==> src/aorc_pkg.sv <==
package aorc_pkg;

   // Register byte offsets
   localparam logic [7:0] OFS_CODE2  = 8'h00;
   localparam logic [7:0] OFS_CODE3  = 8'h04;
   localparam logic [7:0] OFS_VALUE2 = 8'h08;
   localparam logic [7:0] OFS_VALUE3 = 8'h0C;
   localparam logic [7:0] OFS_STATUS = 8'h10;
   localparam logic [7:0] OFS_LEGCY2 = 8'h14;
   localparam logic [7:0] OFS_LEGCY3 = 8'h18;
   localparam logic [7:0] OFS_STORED = 8'h1C;

   // Status field positions, channel 3 sits STAT_CH_STRIDE bits higher
   localparam int STAT_OVR_BIT   = 0;
   localparam int STAT_ERR_BIT   = 1;
   localparam int STAT_OFF_BIT   = 2;
   localparam int STAT_CH_STRIDE = 8;

   // Legacy word field positions
   localparam int LEG_OVR_BIT  = 0;
   localparam int LEG_ERR_BIT  = 1;
   localparam int LEG_ACT_BIT  = 2;
   localparam int LEG_SIGN_BIT = 15;

   // Function codes
   localparam logic [7:0] FC_KEEP    = 8'h00;
   localparam logic [7:0] FC_V10_16K = 8'h01;
   localparam logic [7:0] FC_V15_16K = 8'h02;
   localparam logic [7:0] FC_A20_16K = 8'h03;
   localparam logic [7:0] FC_A420_16K = 8'h04;
   localparam logic [7:0] FC_V010_16K = 8'h05;
   localparam logic [7:0] FC_A020_16K = 8'h06;
   localparam logic [7:0] FC_V10_27K = 8'h09;
   localparam logic [7:0] FC_V15_27K = 8'h0A;
   localparam logic [7:0] FC_A20_27K = 8'h0B;
   localparam logic [7:0] FC_A420_27K = 8'h0C;
   localparam logic [7:0] FC_V010_27K = 8'h0D;
   localparam logic [7:0] FC_A020_27K = 8'h0E;
   localparam logic [7:0] FC_OFF     = 8'hFF;

   // Reset values
   localparam logic [7:0]  RST_CODE  = FC_V10_27K;
   localparam logic [15:0] RST_VALUE = 16'h0000;

   // Range limits (ends of overdrive and underdrive regions)
   localparam logic signed [15:0] LIM_HI_16K  = 16'sd20480;
   localparam logic signed [15:0] LIM_LO_16K  = -16'sd20480;
   localparam logic signed [15:0] LIM_LO_U16K = -16'sd4096;
   localparam logic signed [15:0] LIM_HI_27K  = 16'sd32511;
   localparam logic signed [15:0] LIM_LO_27K  = -16'sd32512;
   localparam logic signed [15:0] LIM_LO_U27K = -16'sd6912;
   localparam logic signed [15:0] LIM_ZERO    = 16'sd0;

   localparam int NUM_CH = 2;

   // Range lookup result
   typedef struct packed {
      logic                valid;
      logic                current;
      logic signed [15:0]  lo;
      logic signed [15:0]  hi;
   } aorc_range_t;

   // Per-channel converter drive
   typedef struct packed {
      logic                active;
      logic                current;
      logic [7:0]          code;
      logic signed [15:0]  value;
   } aorc_chan_out_t;

endpackage

==> src/aorc_top.sv <==
// The implementer's own choices: the Wishbone register port and the register offsets.
`timescale 1ns/1ps
module aorc_top
   import aorc_pkg::*;
(
   // Clock and reset
   input  wire logic            core_clk_i,
   input  wire logic            reset_n_i,
   // Wishbone slave
   input  wire logic            wb_cyc_i,
   input  wire logic            wb_stb_i,
   input  wire logic            wb_we_i,
   input  wire logic [7:0]      wb_adr_i,
   input  wire logic [3:0]      wb_sel_i,
   input  wire logic [31:0]     wb_dat_i,
   output logic      [31:0]     wb_dat_o,
   output logic                 wb_ack_o,
   // Converter drive
   output aorc_chan_out_t       ch2_out_o,
   output aorc_chan_out_t       ch3_out_o
);

   // Range table lookup
   function automatic aorc_range_t range_of(input logic [7:0] code);
      aorc_range_t r;
      r = '{valid: 1'b1, current: 1'b0, lo: LIM_LO_27K, hi: LIM_HI_27K};
      case (code)
         FC_V10_16K:  begin r.lo = LIM_LO_16K;  r.hi = LIM_HI_16K; end
         FC_V15_16K:  begin r.lo = LIM_LO_U16K; r.hi = LIM_HI_16K; end
         FC_V010_16K: begin r.lo = LIM_ZERO;    r.hi = LIM_HI_16K; end
         FC_V10_27K:  begin r.lo = LIM_LO_27K;  r.hi = LIM_HI_27K; end
         FC_V15_27K:  begin r.lo = LIM_LO_U27K; r.hi = LIM_HI_27K; end
         FC_V010_27K: begin r.lo = LIM_ZERO;    r.hi = LIM_HI_27K; end
         FC_A20_16K: begin
            r.current = 1'b1;
            r.lo      = LIM_LO_16K;
            r.hi      = LIM_HI_16K;
         end
         FC_A420_16K: begin
            r.current = 1'b1;
            r.lo      = LIM_LO_U16K;
            r.hi      = LIM_HI_16K;
         end
         FC_A020_16K: begin
            r.current = 1'b1;
            r.lo      = LIM_ZERO;
            r.hi      = LIM_HI_16K;
         end
         FC_A20_27K: begin
            r.current = 1'b1;
         end
         FC_A420_27K: begin
            r.current = 1'b1;
            r.lo      = LIM_LO_U27K;
         end
         FC_A020_27K: begin
            r.current = 1'b1;
            r.lo      = LIM_ZERO;
         end
         default: r.valid = 1'b0;
      endcase
      return r;
   endfunction

   // Bus handshake and per-channel state
   logic                      ack_reg;
   logic [31:0]               rdata_reg;
   logic [7:0]                code_reg   [NUM_CH];
   logic [7:0]                stored_reg [NUM_CH];
   logic signed [15:0]        value_reg  [NUM_CH];
   logic                      err_reg    [NUM_CH];
   aorc_chan_out_t            out_reg    [NUM_CH];
   logic                      req;
   logic                      wr_take;
   logic                      code_wr    [NUM_CH];
   logic                      value_wr   [NUM_CH];
   logic                      err_clr    [NUM_CH];
   aorc_range_t               wr_rng;
   aorc_range_t               act_rng    [NUM_CH];
   logic                      oor        [NUM_CH];
   logic [15:0]               legacy     [NUM_CH];
   logic [31:0]               rdata_next;

   assign req     = wb_cyc_i && wb_stb_i;
   assign wr_take = req && wb_we_i && ack_reg;
   assign wr_rng  = range_of(wb_dat_i[7:0]);

   // Acknowledge one cycle after request, drop the cycle after
   always_ff @(posedge core_clk_i or negedge reset_n_i) begin
      if (!reset_n_i) begin
         ack_reg <= 1'b0;
      end else begin
         ack_reg <= req && !ack_reg;
      end
   end

   genvar g;
   generate
      for (g = 0; g < NUM_CH; g++) begin : g_ch
         // Write decode for this channel
         assign code_wr[g]  = wr_take && wb_sel_i[0] &&
                              (wb_adr_i == (g == 0 ? OFS_CODE2 : OFS_CODE3));
         assign value_wr[g] = wr_take &&
                              (wb_adr_i == (g == 0 ? OFS_VALUE2 : OFS_VALUE3));
         assign err_clr[g]  = wr_take && wb_adr_i == OFS_STATUS &&
                              wb_sel_i[g] && wb_dat_i[g*STAT_CH_STRIDE + STAT_ERR_BIT];
         assign act_rng[g]  = range_of(code_reg[g]);
         assign oor[g]      = (value_reg[g] < act_rng[g].lo) ||
                              (value_reg[g] > act_rng[g].hi);

         // Legacy word: flags low, magnitude, sign high
         always_comb begin
            logic [15:0] mag;
            mag = value_reg[g][15] ? 16'(-value_reg[g]) : value_reg[g];
            legacy[g]               = {1'b0, mag[14:3], 3'h0};
            legacy[g][LEG_OVR_BIT]  = oor[g];
            legacy[g][LEG_ERR_BIT]  = err_reg[g];
            legacy[g][LEG_ACT_BIT]  = 1'b0;
            legacy[g][LEG_SIGN_BIT] = value_reg[g][15];
         end

         // Active and stored function codes
         always_ff @(posedge core_clk_i or negedge reset_n_i) begin
            if (!reset_n_i) begin
               code_reg[g]   <= RST_CODE;
               stored_reg[g] <= RST_CODE;
            end else if (code_wr[g]) begin
               if (wb_dat_i[7:0] == FC_KEEP) begin
                  code_reg[g] <= stored_reg[g];
               end else if (wb_dat_i[7:0] == FC_OFF || wr_rng.valid) begin
                  code_reg[g]   <= wb_dat_i[7:0];
                  stored_reg[g] <= wb_dat_i[7:0];
               end
            end
         end

         // Output value written by software
         always_ff @(posedge core_clk_i or negedge reset_n_i) begin
            if (!reset_n_i) begin
               value_reg[g] <= RST_VALUE;
            end else if (value_wr[g]) begin
               if (wb_sel_i[0]) value_reg[g][7:0]  <= wb_dat_i[7:0];
               if (wb_sel_i[1]) value_reg[g][15:8] <= wb_dat_i[15:8];
            end
         end

         // Invalid code flag, set wins over clear
         always_ff @(posedge core_clk_i or negedge reset_n_i) begin
            if (!reset_n_i) begin
               err_reg[g] <= 1'b0;
            end else if (code_wr[g] && !wr_rng.valid &&
                         wb_dat_i[7:0] != FC_KEEP && wb_dat_i[7:0] != FC_OFF) begin
               err_reg[g] <= 1'b1;
            end else if (err_clr[g]) begin
               err_reg[g] <= 1'b0;
            end
         end

         // Converter drive, zero when off or out of range
         always_ff @(posedge core_clk_i or negedge reset_n_i) begin
            if (!reset_n_i) begin
               out_reg[g] <= '{active: 1'b1, current: 1'b0, code: RST_CODE,
                               value: RST_VALUE};
            end else begin
               out_reg[g].active  <= code_reg[g] != FC_OFF;
               out_reg[g].current <= act_rng[g].current;
               out_reg[g].code    <= code_reg[g];
               out_reg[g].value   <= (code_reg[g] == FC_OFF || oor[g]) ?
                                     RST_VALUE : value_reg[g];
            end
         end
      end
   endgenerate

   // Read mux, unmapped addresses read zero
   always_comb begin
      rdata_next = 32'h0000_0000;
      case (wb_adr_i)
         OFS_CODE2:  rdata_next[7:0]  = code_reg[0];
         OFS_CODE3:  rdata_next[7:0]  = code_reg[1];
         OFS_VALUE2: rdata_next[15:0] = value_reg[0];
         OFS_VALUE3: rdata_next[15:0] = value_reg[1];
         OFS_STATUS: begin
            for (int c = 0; c < NUM_CH; c++) begin
               rdata_next[c*STAT_CH_STRIDE + STAT_OVR_BIT] = oor[c];
               rdata_next[c*STAT_CH_STRIDE + STAT_ERR_BIT] = err_reg[c];
               rdata_next[c*STAT_CH_STRIDE + STAT_OFF_BIT] = code_reg[c] == FC_OFF;
            end
         end
         OFS_LEGCY2: rdata_next[15:0] = legacy[0];
         OFS_LEGCY3: rdata_next[15:0] = legacy[1];
         OFS_STORED: rdata_next[15:0] = {stored_reg[1], stored_reg[0]};
         default:    rdata_next = 32'h0000_0000;
      endcase
   end

   // Read data captured with the request, held through ack
   always_ff @(posedge core_clk_i or negedge reset_n_i) begin
      if (!reset_n_i) begin
         rdata_reg <= 32'h0000_0000;
      end else if (req && !ack_reg) begin
         rdata_reg <= rdata_next;
      end
   end

   assign wb_ack_o  = ack_reg;
   assign wb_dat_o  = rdata_reg;
   assign ch2_out_o = out_reg[0];
   assign ch3_out_o = out_reg[1];
endmodule

==> config.mk <==
export PLATFORM = sky130hd
export DESIGN_NAME = aorc_top
export DESIGN_NICKNAME = d
export VERILOG_FILES = /design/src/aorc_pkg.sv /design/src/aorc_top.sv
export SDC_FILE = /design/constraint.sdc
export NUM_CORES = 1
export LEC_CHECK = 0
export BUFFER_PORTS_ARGS = -buffer_cell sky130_fd_sc_hd__buf_2
export CAP_MARGIN = 20
export CELL_PAD_IN_SITES_DETAIL_PLACEMENT = 1
export CELL_PAD_IN_SITES_GLOBAL_PLACEMENT = 1
export CORE_AREA = 2 2 130 132
export CTS_CLUSTER_SIZE = 10
export DETAILED_ROUTE_END_ITERATION = 12
export DIE_AREA = 0 0 132 134
export GPL_ROUTABILITY_DRIVEN = 0
export HOLD_SLACK_MARGIN = 0.15
export PLACE_DENSITY_LB_ADDON = 0.25
export SLEW_MARGIN = 20
export SYNTH_ARGS = -nofsm -noshare
export SYNTH_HDL_FRONTEND = slang
export SYNTH_SLANG_ARGS = --single-unit
==> constraint.sdc <==
create_clock -name core_clk_i -period 6.1 [get_ports core_clk_i]
set_input_delay 0.305 -clock core_clk_i [delete_from_list [all_inputs] [get_ports core_clk_i]]
set_output_delay 0.305 -clock core_clk_i [all_outputs]
set_load 0.01 [all_outputs]
## Yosys cells after proc, flatten, opt, wreduce, memory -nomap -nowiden

Cells that the tools add are included.

- Register bits after elaboration: 135
- Bits of input ports: 49
- Output and inout port bits: 85
- Word-level logic and storage cells: 150

- Add/subtract/negate cells: 2
- Order comparisons: 4
- Equality and inequality tests: 47
- Multiplexer cells: 22
- Bitwise operators: 1
- Reductions and logical operators: 54

Operators by type and width:

| operator | number |
|---|---|
| $eq 8x4->1 const B | 18 |
| $pmux 16 s4 | 2 |
| $eq 8x3->1 const B | 10 |
| $eq 8x2->1 const B | 6 |
| $pmux 5 s7 | 1 |
| $eq 8x5->1 const B | 4 |
| $gt 16x16->1 | 2 |
| $lt 16x16->1 | 2 |
| $mux 16 | 2 |
| $mux 15 | 2 |
| $neg 15->15 | 2 |
| $mux 14 | 2 |
| $pmux 5 s5 | 1 |
| $eq 8x1->1 const B | 3 |
| $eq 8x8->1 const B | 3 |
| $mux 8 | 3 |
| $ne 8x8->1 const B | 3 |
| $pmux 3 s8 | 1 |
| $reduce_or 6->1 | 4 |
| $logic_and 1x1->1 | 20 |
| $pmux 3 s6 | 1 |
| $logic_not 8->1 | 2 |
| $reduce_and 2->1 | 6 |
| $reduce_or 12->1 | 1 |
| other kinds (9) | 29 |

## Logic depth before layout (Yosys ltp)

Gate-level depths: netlist (run 1).

- Word-level depth: 9
- Depth in mapped cells: 13

## Worst setup path before layout (run 1)

OpenSTA, ideal clock, no wires.

- Kind: register -> register
- From: reg code_reg[13] (netlist name)
- To: reg out_reg (netlist bit ch2_out_o[9])
- Library setup time: 66 ps
- Arrival time: 3476 ps
- Data required time: 6034 ps
- Path slack: 2558 ps
- Stages on the path, launching flop included: 12
- Buffers on the path: 1
- Clock period less this slack: 3542 ps
- Path through: dfrtp_1 or4_1 nor2_1 and3_1 ha_1 a211o_1 a221oi_1 or4b_1 a32o_1 a21oi_2 buf_2 and2_1

- Longest elaborated chain between the ends: 7

RTL lines:

| what | RTL line | RTL |
|---|---|---|
| start, declared | aorc_top.sv:68 | `logic [7:0] code_reg [NUM_CH];` |
| start signal, assigned by index | aorc_top.sv:129 | `code_reg[g] <= stored_reg[g];` |
| start signal, assigned by index | aorc_top.sv:131 | `code_reg[g] <= wb_dat_i[7:0];` |
| $eq 8x4->1, or another cell as far along | -- |  |
| $reduce_or 4->1 (no source line), or another cell as far along | -- |  |
| $pmux 16 s4 or $mux 14 (tied branches) | aorc_top.sv:27 | `case (code)` |
| $lt 16x16->1 or $gt 16x16->1 (tied branches) | aorc_top.sv:108, aorc_top.sv:109 |  |
| $logic_or 1x1->1 | aorc_top.sv:108 | `assign oor[g] = (value_reg[g] < act_rng[g].lo) \|\|` |
| $logic_or 1x1->1 (*) | aorc_top.sv:168 | `out_reg[g].value <= (code_reg[g] == FC_OFF \|\| oor[g]) ?` |
| $mux 16 (*) | aorc_top.sv:168 |  |
| end signal, assigned by index | aorc_top.sv:162 | `out_reg[g] <= '{active: 1'b1, current: 1'b0, code: RST_CODE,` |
| end, declared | aorc_top.sv:72 | `aorc_chan_out_t out_reg [NUM_CH];` |

Mark *: on every way between the ends. The rest lies on a longest branch, timed or not.
A chain may end at the register's enable or synchronous reset.

## Final worst setup path (run 1)

- From: reg code_reg[13] (netlist name)
- To: reg out_reg (netlist bit ch2_out_o[5])

The elaborated chain is that of the path after synthesis.

==> impl_metrics.csv, run 1 <==
group,metric,value,unit
floorplanning,num_rows,47,
clock_network,path_clk_slew,60,ps
timing,period_share,70.0,%
yosys,yosysUniqueCellTypes,72,
setup_path,cp-end-kind,"register",
global_route,antenna_found_initial,0,
pwr,p_clk_share,52.0,%
global_route,overflow,0,
yosys,syn_avg_cell_area,10.3,sq um
timing,setup-tns-final,0,ps
finish,drive_gt1_share,25.7,%
clock_network,cts-htree-levels,4,
clock_network,root_buffer,"clkbuf_16",
routing,drtAntennaViolNets,0,
setup_path,worstPathMaxFanout,16,
yosys,synth_top_family_by_area,"simple AND/OR/NAND/NOR gates",
timing,period_minus_slack,4270,ps
pwr,p_int,1.58,mW
finish,antennaDiodeCount,0,
timing,maxSlewHeadroom,28.1,%
setup_path,required,6470,ps
routing,wl,24800,um
clock_network,cts-resized-gates,0,
timing,final-max-slew-violation-count,0,
run_status,status,"complete, no violations",
finish,nNetsFinal,905,
routing,drt-pass1-iter-count,5,
yosys,async_flop_share,100,%
yosys,synth_edf_count,0,
yosys,syn_area,7500,sq um
finish,layout_common_cells,"dfrtp_1, buf_2, a21oi_1",
floorplanning,die_y,134,um
timing,clock_skew,8.35,ps
timing,worst_pin_slew,1070,ps
yosys,synth_mux_area_share,9.61,%
pwr,power_frac_seq,43.6,%
placement,post-place-ws,1870,ps
yosys,synthXorXnorAreaFrac,2.45,%
yosys,synth_seq_area_share,45.3,%
finish,largest_reg_flops,30,
global_route,first_global_vias,6823,
clock_network,clkLatencyLatePin,440,ps
setup_path,cp_slowest_cell,"or4_1",
routing,wl_per_cell,23.5,um
global_route,grt_pass1_wl,38600,um
yosys,ys_seq_elements,135,
clock_network,cts_setup_buffers,0,
setup_path,max_stage_delay,670,ps
finish,syn_to_final_growth,17.1,%
clock_network,cts_inserted_buffers,17,
yosys,synth-main-ff-cell,"dfrtp_1",
worst_hold_path,hold_path.class,"primary input to register",
timing,setup-violations-final,0,
placement,place_area,8070,sq um
floorplanning,ioPinCount,134,
pwr,pwr_density_cell,236,nW/um^2
finish,final_common_cell,"dfrtp_1",
routing,vias,6404,
clock_network,clock-sinks,135,
floorplanning,fp.coreArea,16300,sq um
placement,dp_hpwl,17500,um
yosys,yosys_warnings,0,
timing,timing.fmax,234,MHz
pwr,combPwrFrac,4.4,%
setup_path,cp_cell_sequence,"or4_1 -> nor2_1 -> and3_1 -> ha_1 -> a211o_1 -> a221oi_1 -> or4b_1 -> a32o_1 -> a21oi_2 -> and2_1",
global_route,grt_max_degree,79,
finish,final_area,8780,sq um
pwr,p_sw_share,23.9,%
routing,drtIter0Drc,475,
placement,io_buffers,99,
setup_path,start_kind,"register",
clock_network,tritoncts,"done",
yosys,synth_compound_area_share,15.0,%
global_route,grt_use_total,28.6,%
timing,finalHoldViolCount,0,
routing,drc,0,
setup_path,crit_arrival,4640,ps
floorplanning,initial_core_util,46.0,%
pwr,ir_drop,0.207,mV
routing,vias_per_cell,6.07,
pwr,p_leak,4.29,nW
floorplanning,die_x,132,um
yosys,synthAdderAreaFrac,5.67,%
yosys,synth-simple-area-share,17.2,%
setup_path,worstSetupPathType,"register to register",
timing,whs,187,ps
floorplanning,dieArea,17700,sq um
timing,rsz0062_at_grt,"no",
timing,setup_slack,1830,ps
pwr,switchingPower,0.496,mW
clock_network,cts.path.max_buffers,2,
run,maxCapViolations,0,
yosys,synthCells,731,
[final cells by class]
| type | instances | area (sq um) |
|---|---|---|
| clock inverter | 15 | 191 |
| multi-input combinational | 537 | 3810 |
| sequential | 135 | 3400 |
| tap | 220 | 275 |
| inverter | 21 | 78.8 |
| timing repair buffer | 110 | 608 |
| clock buffer | 17 | 425 |
| fill | 1848 | 7500 |
[power by group through the flow]
stage | registers [mW] | clock network (mW) | logic, mW
after floorplan | 0.919 | 0 | 0.0466
after global placement | 0.919 | 0 | 0.0828
after detailed placement | 0.919 | 0 | 0.0863
after CTS | 0.903 | 1.09 | 0.0907
after global routing | 0.903 | 1.12 | 0.0990
final | 0.903 | 1.08 | 0.0907
[critical path: cells and delay by family (launching register included)]
family	cells	cell delay, ps
and+or+nand+nor	5	2030
AOI/OAI and AO/OA	4	1350
DFF	1	470
adders and majority gates	1	340
[worst paths after layout]
path                               from  cells past startpoint  slack [ps]             to
min in group asynchronous     reset_n_i                      2         390  value_reg[14]
setup / recovery           code_reg[13]                     10        1830   ch2_out_o[5]
setup reg to reg           code_reg[13]                     10        1830   ch2_out_o[5]
max in group asynchronous     reset_n_i                      3        4330    code_reg[9]
hold / removal              wb_dat_i[9]                      2         190  value_reg[25]
hold reg to reg             code_reg[3]                      0         420  ch3_out_o[19]
[stage by stage]
step,power (mW),util [%],cells
finish,2.07,53.9,1055
global route,2.12,53.9,1055
CTS,2.08,53.8,1054
detailed placement,1.01,49.5,1014
global placement,1.00,49.5,1014
floorplan,0.965,-,746
[routing by layer]
layer | GRT usage (%) | part of all wire (%) | wire length [um]
met5 | 0 | 0 | 0
met4 | 11.8 | 3.0 | 734
met3 | 4.46 | 5.2 | 1300
met2 | 48.6 | 50 | 12300
met1 | 36.7 | 42 | 10400
[logic make-up (layout without fill, tap and decap cells)]
| family | Yosys count | in the layout |
|---|---|---|
| mux | 63 | 63 |
| simple gates | 231 | 231 |
| fa+ha+maj | 34 | 34 |
| xor+xnor | 21 | 21 |
| other cells | 1 | 16 |
| compound gates | 172 | 172 |
| buf+inv | 74 | 163 |
| flops | 135 | 135 |
[timing repair]
| item | in CTS | in global routing |
|---|---|---|
| endpoints found under the hold margin | 70 | 0 |
| endpoints found under the setup margin | 0 | 0 |
| hold buffers | 8 | 0 |
[cell usage after synthesis, drive strengths merged (9+ instances only)]
master | number | share of area, %
a21oi | 50 | 3.4
and2 | 32 | 2.7
buf | 27 | 2.4
clkbuf | 26 | 1.3
dfrtp | 121 | 40
dfstp | 14 | 4.9
ha | 34 | 5.7
inv | 21 | 1.1
mux2 | 48 | 7.6
mux2i | 15 | 2.0
nand2 | 49 | 2.6
nand3 | 14 | 1.0
nor2 | 38 | 1.9
nor3 | 21 | 1.6
nor4 | 14 | 1.4
o21ai | 37 | 2.5
or3 | 12 | 1.0
xnor2 | 12 | 1.4
xor2 | 9 | 1.1
Power figures use the tool's default switching activity.
==> run 2: changes to the inputs <==
- CORE_AREA: 2 2 130 132 -> 2 2 134 136
- DIE_AREA: 0 0 132 134 -> 0 0 136 138
- clock period: 6.1 -> 4.2 ns (I/O delays scaled with it)
==> run 2 against run 1 <==
Against the previous run:
- final cell count increased by 1.8%
- routed wire length increased by 2.6%
- utilization fell by 3.4 points
- via count down 1.0%
- total power increased by 43%
- critical path type unchanged
- largest cell class unchanged
- highest routed layer unchanged
==> impl_metrics.csv, run 2 (synthesized netlist as in run 1, its figures left out) <==
group,metric,value,unit
run_status,status,"complete, no violations",
setup_path,worstRegToRegCells,10,
worst_hold_path,hold_depth,3,
finish,antennaDiodeCount,0,
routing,wl_per_cell,23.7,um
pwr,ir_drop,0.273,mV
floorplanning,initial_core_util,42.8,%
finish,final_cells,1074,
timing,rsz0062_at_grt,"no",
clock_network,cts_inserted_buffers,17,
finish,drive_gt1_share,26.6,%
timing,timing.fmax,251,MHz
placement,io_buffers,99,
timing,period_share,94.7,%
global_route,antenna_found_initial,0,
timing,setup-violations-final,0,
timing,maxSlewHeadroom,38.0,%
finish,final_area,8860,sq um
setup_path,worstPathMaxFanout,16,
routing,drt-pass1-iter-count,5,
timing,final-max-slew-violation-count,0,
worst_hold_path,worstHoldStart,"wb_dat_i[0]",
timing,period_minus_slack,3980,ps
setup_path,required,4570,ps
setup_path,reg2reg_to,"ch2_out_o[13]",
clock_network,clkLatencyLatePin,430,ps
pwr,total_power,2.97,mW
clock_network,tritoncts,"done",
floorplanning,die_y,138,um
worst_hold_path,min_to,"code_reg[8]",
timing,finalHoldViolCount,0,
finish,nFillCells,1973,
finish,nNetsFinal,915,
pwr,p_leak,4.33,nW
floorplanning,dieArea,18800,sq um
finish,fin_util,50.5,%
global_route,grt_use_total,27.7,%
floorplanning,fp.coreArea,17500,sq um
routing,drtIter0Drc,511,
global_route,grt_pass1_wl,39000,um
timing,setup-tns-final,0,ps
timing,clock_skew,8.68,ps
global_route,overflow,0,
clock_network,cts-htree-levels,4,
setup_path,worstSetupPathType,"register to register",
clock_network,clock-sinks,135,
global_route,first_global_vias,6686,
placement,placed_cells,1033,
timing,worst_pin_slew,924,ps
run,maxCapViolations,0,
floorplanning,num_rows,49,
finish,syn_to_final_growth,18.2,%
setup_path,cp_slowest_cell,"or4_1",
finish,largest_reg_flops,30,
floorplanning,die_x,136,um
routing,wl,25400,um
routing,drc,0,
placement,dp_hpwl,17800,um
pwr,pwr_density_cell,335,nW/um^2
setup_path,worstReg2RegStart,"code_reg[13]",
clock_network,path_clk_slew,60,ps
finish,layout_common_cells,"dfrtp_1, buf_2, a21oi_1",
worst_hold_path,hold_path.class,"primary input to register",
routing,vias,6339,
clock_network,cts.path.max_buffers,2,
floorplanning,ioPinCount,134,
setup_path,rrSetupSlack,220,ps
setup_path,max_stage_delay,670,ps
clock_network,root_buffer,"clkbuf_16",
setup_path,start_kind,"register",
setup_path,cp-end-kind,"register",
global_route,grt_max_degree,101,
setup_path,cp_cell_sequence,"or4_1 -> nor2_1 -> and3_1 -> ha_1 -> a211o_1 -> a221oi_2 -> or4b_1 -> a32o_1 -> a21oi_4 -> and2_1",
routing,drtAntennaViolNets,0,
finish,final_common_cell,"dfrtp_1",
setup_path,crit_arrival,4340,ps
routing,vias_per_cell,5.90,
placement,place_area,8160,sq um
clock_network,cts_setup_buffers,0,
run 2: cell types whose count changed in the layout (fill, tap and decap cells not counted), sizes merged:
| cell | before | now |
|---|---|---|
| bufinv | 3 | 2 |
| buf | 102 | 111 |
| clkinv | 3 | 2 |
| dlygate4sd3 | 8 | 9 |
| clkinvlp | 3 | 5 |
run 2: through the flow:
stage / hold slack [ps] / worst slack [ps]
after floorplan: -85.6 / 658
after global placement: 369 / 415
after detailed placement: 382 / 193
after CTS: 170 / 36.6
after global routing: 178 / 7.65
final: 180 / 223
run 2: metal layers:
metal | part of all wire [%] | vias to the layer above | global-route usage, %
met1 | 45 | 3261 | 37.6
met4 | 2.6 | 0 | 9.81
met5 | 0 | - | 0
li1 | - | 2845 | -
met2 | 49 | 184 | 45.3
met3 | 4.1 | 49 | 3.74
run 2: worst max-delay path by stage:
stage | from | to | slack [ps]
5_1_grt | code_reg[13] | ch2_out_o[8] | 8
6_report | code_reg[13] | ch2_out_o[13] | 220
2_1_floorplan | code_reg[13] | ch2_out_o[9] | 660
4_1_cts | code_reg[13] | ch2_out_o[13] | 40
3_5_place_dp | code_reg[13] | ch2_out_o[13] | 190
3_3_place_gp | code_reg[13] | ch2_out_o[9] | 420
run 2: worst max-delay path, delay by kind of cell (launching register included):
family,cells,cell delay [ps]
AOI/OAI and AO/OA,4,1250
adders and majority gates,1,310
DFF,1,490
and+or+nand+nor,5,1880
run 2: timing repair:
action	CTS	global route
endpoints found under the hold margin	108	0
hold buffers	9	0
endpoints found under the setup margin	0	16
resized for setup	0	2
run 2: power breakdown:
group | switching [mW] | internal [mW]
clock network | 0.631 | 0.887
registers | 0.00537 | 1.31
logic | 0.0978 | 0.0375
run 2: cell type report:
type / instances / area [sq um] / share of cell area (%)
Clock buffer: 17 / 425 / 4.80
Timing Repair Buffer: 120 / 682 / 7.69
Sequential cell: 135 / 3400 / 38.3
Inverter: 21 / 78.8 / 0.889
Tap cell: 229 / 287 / 3.23
Multi-Input combinational cell: 537 / 3820 / 43.1
Clock inverter: 15 / 170 / 1.92
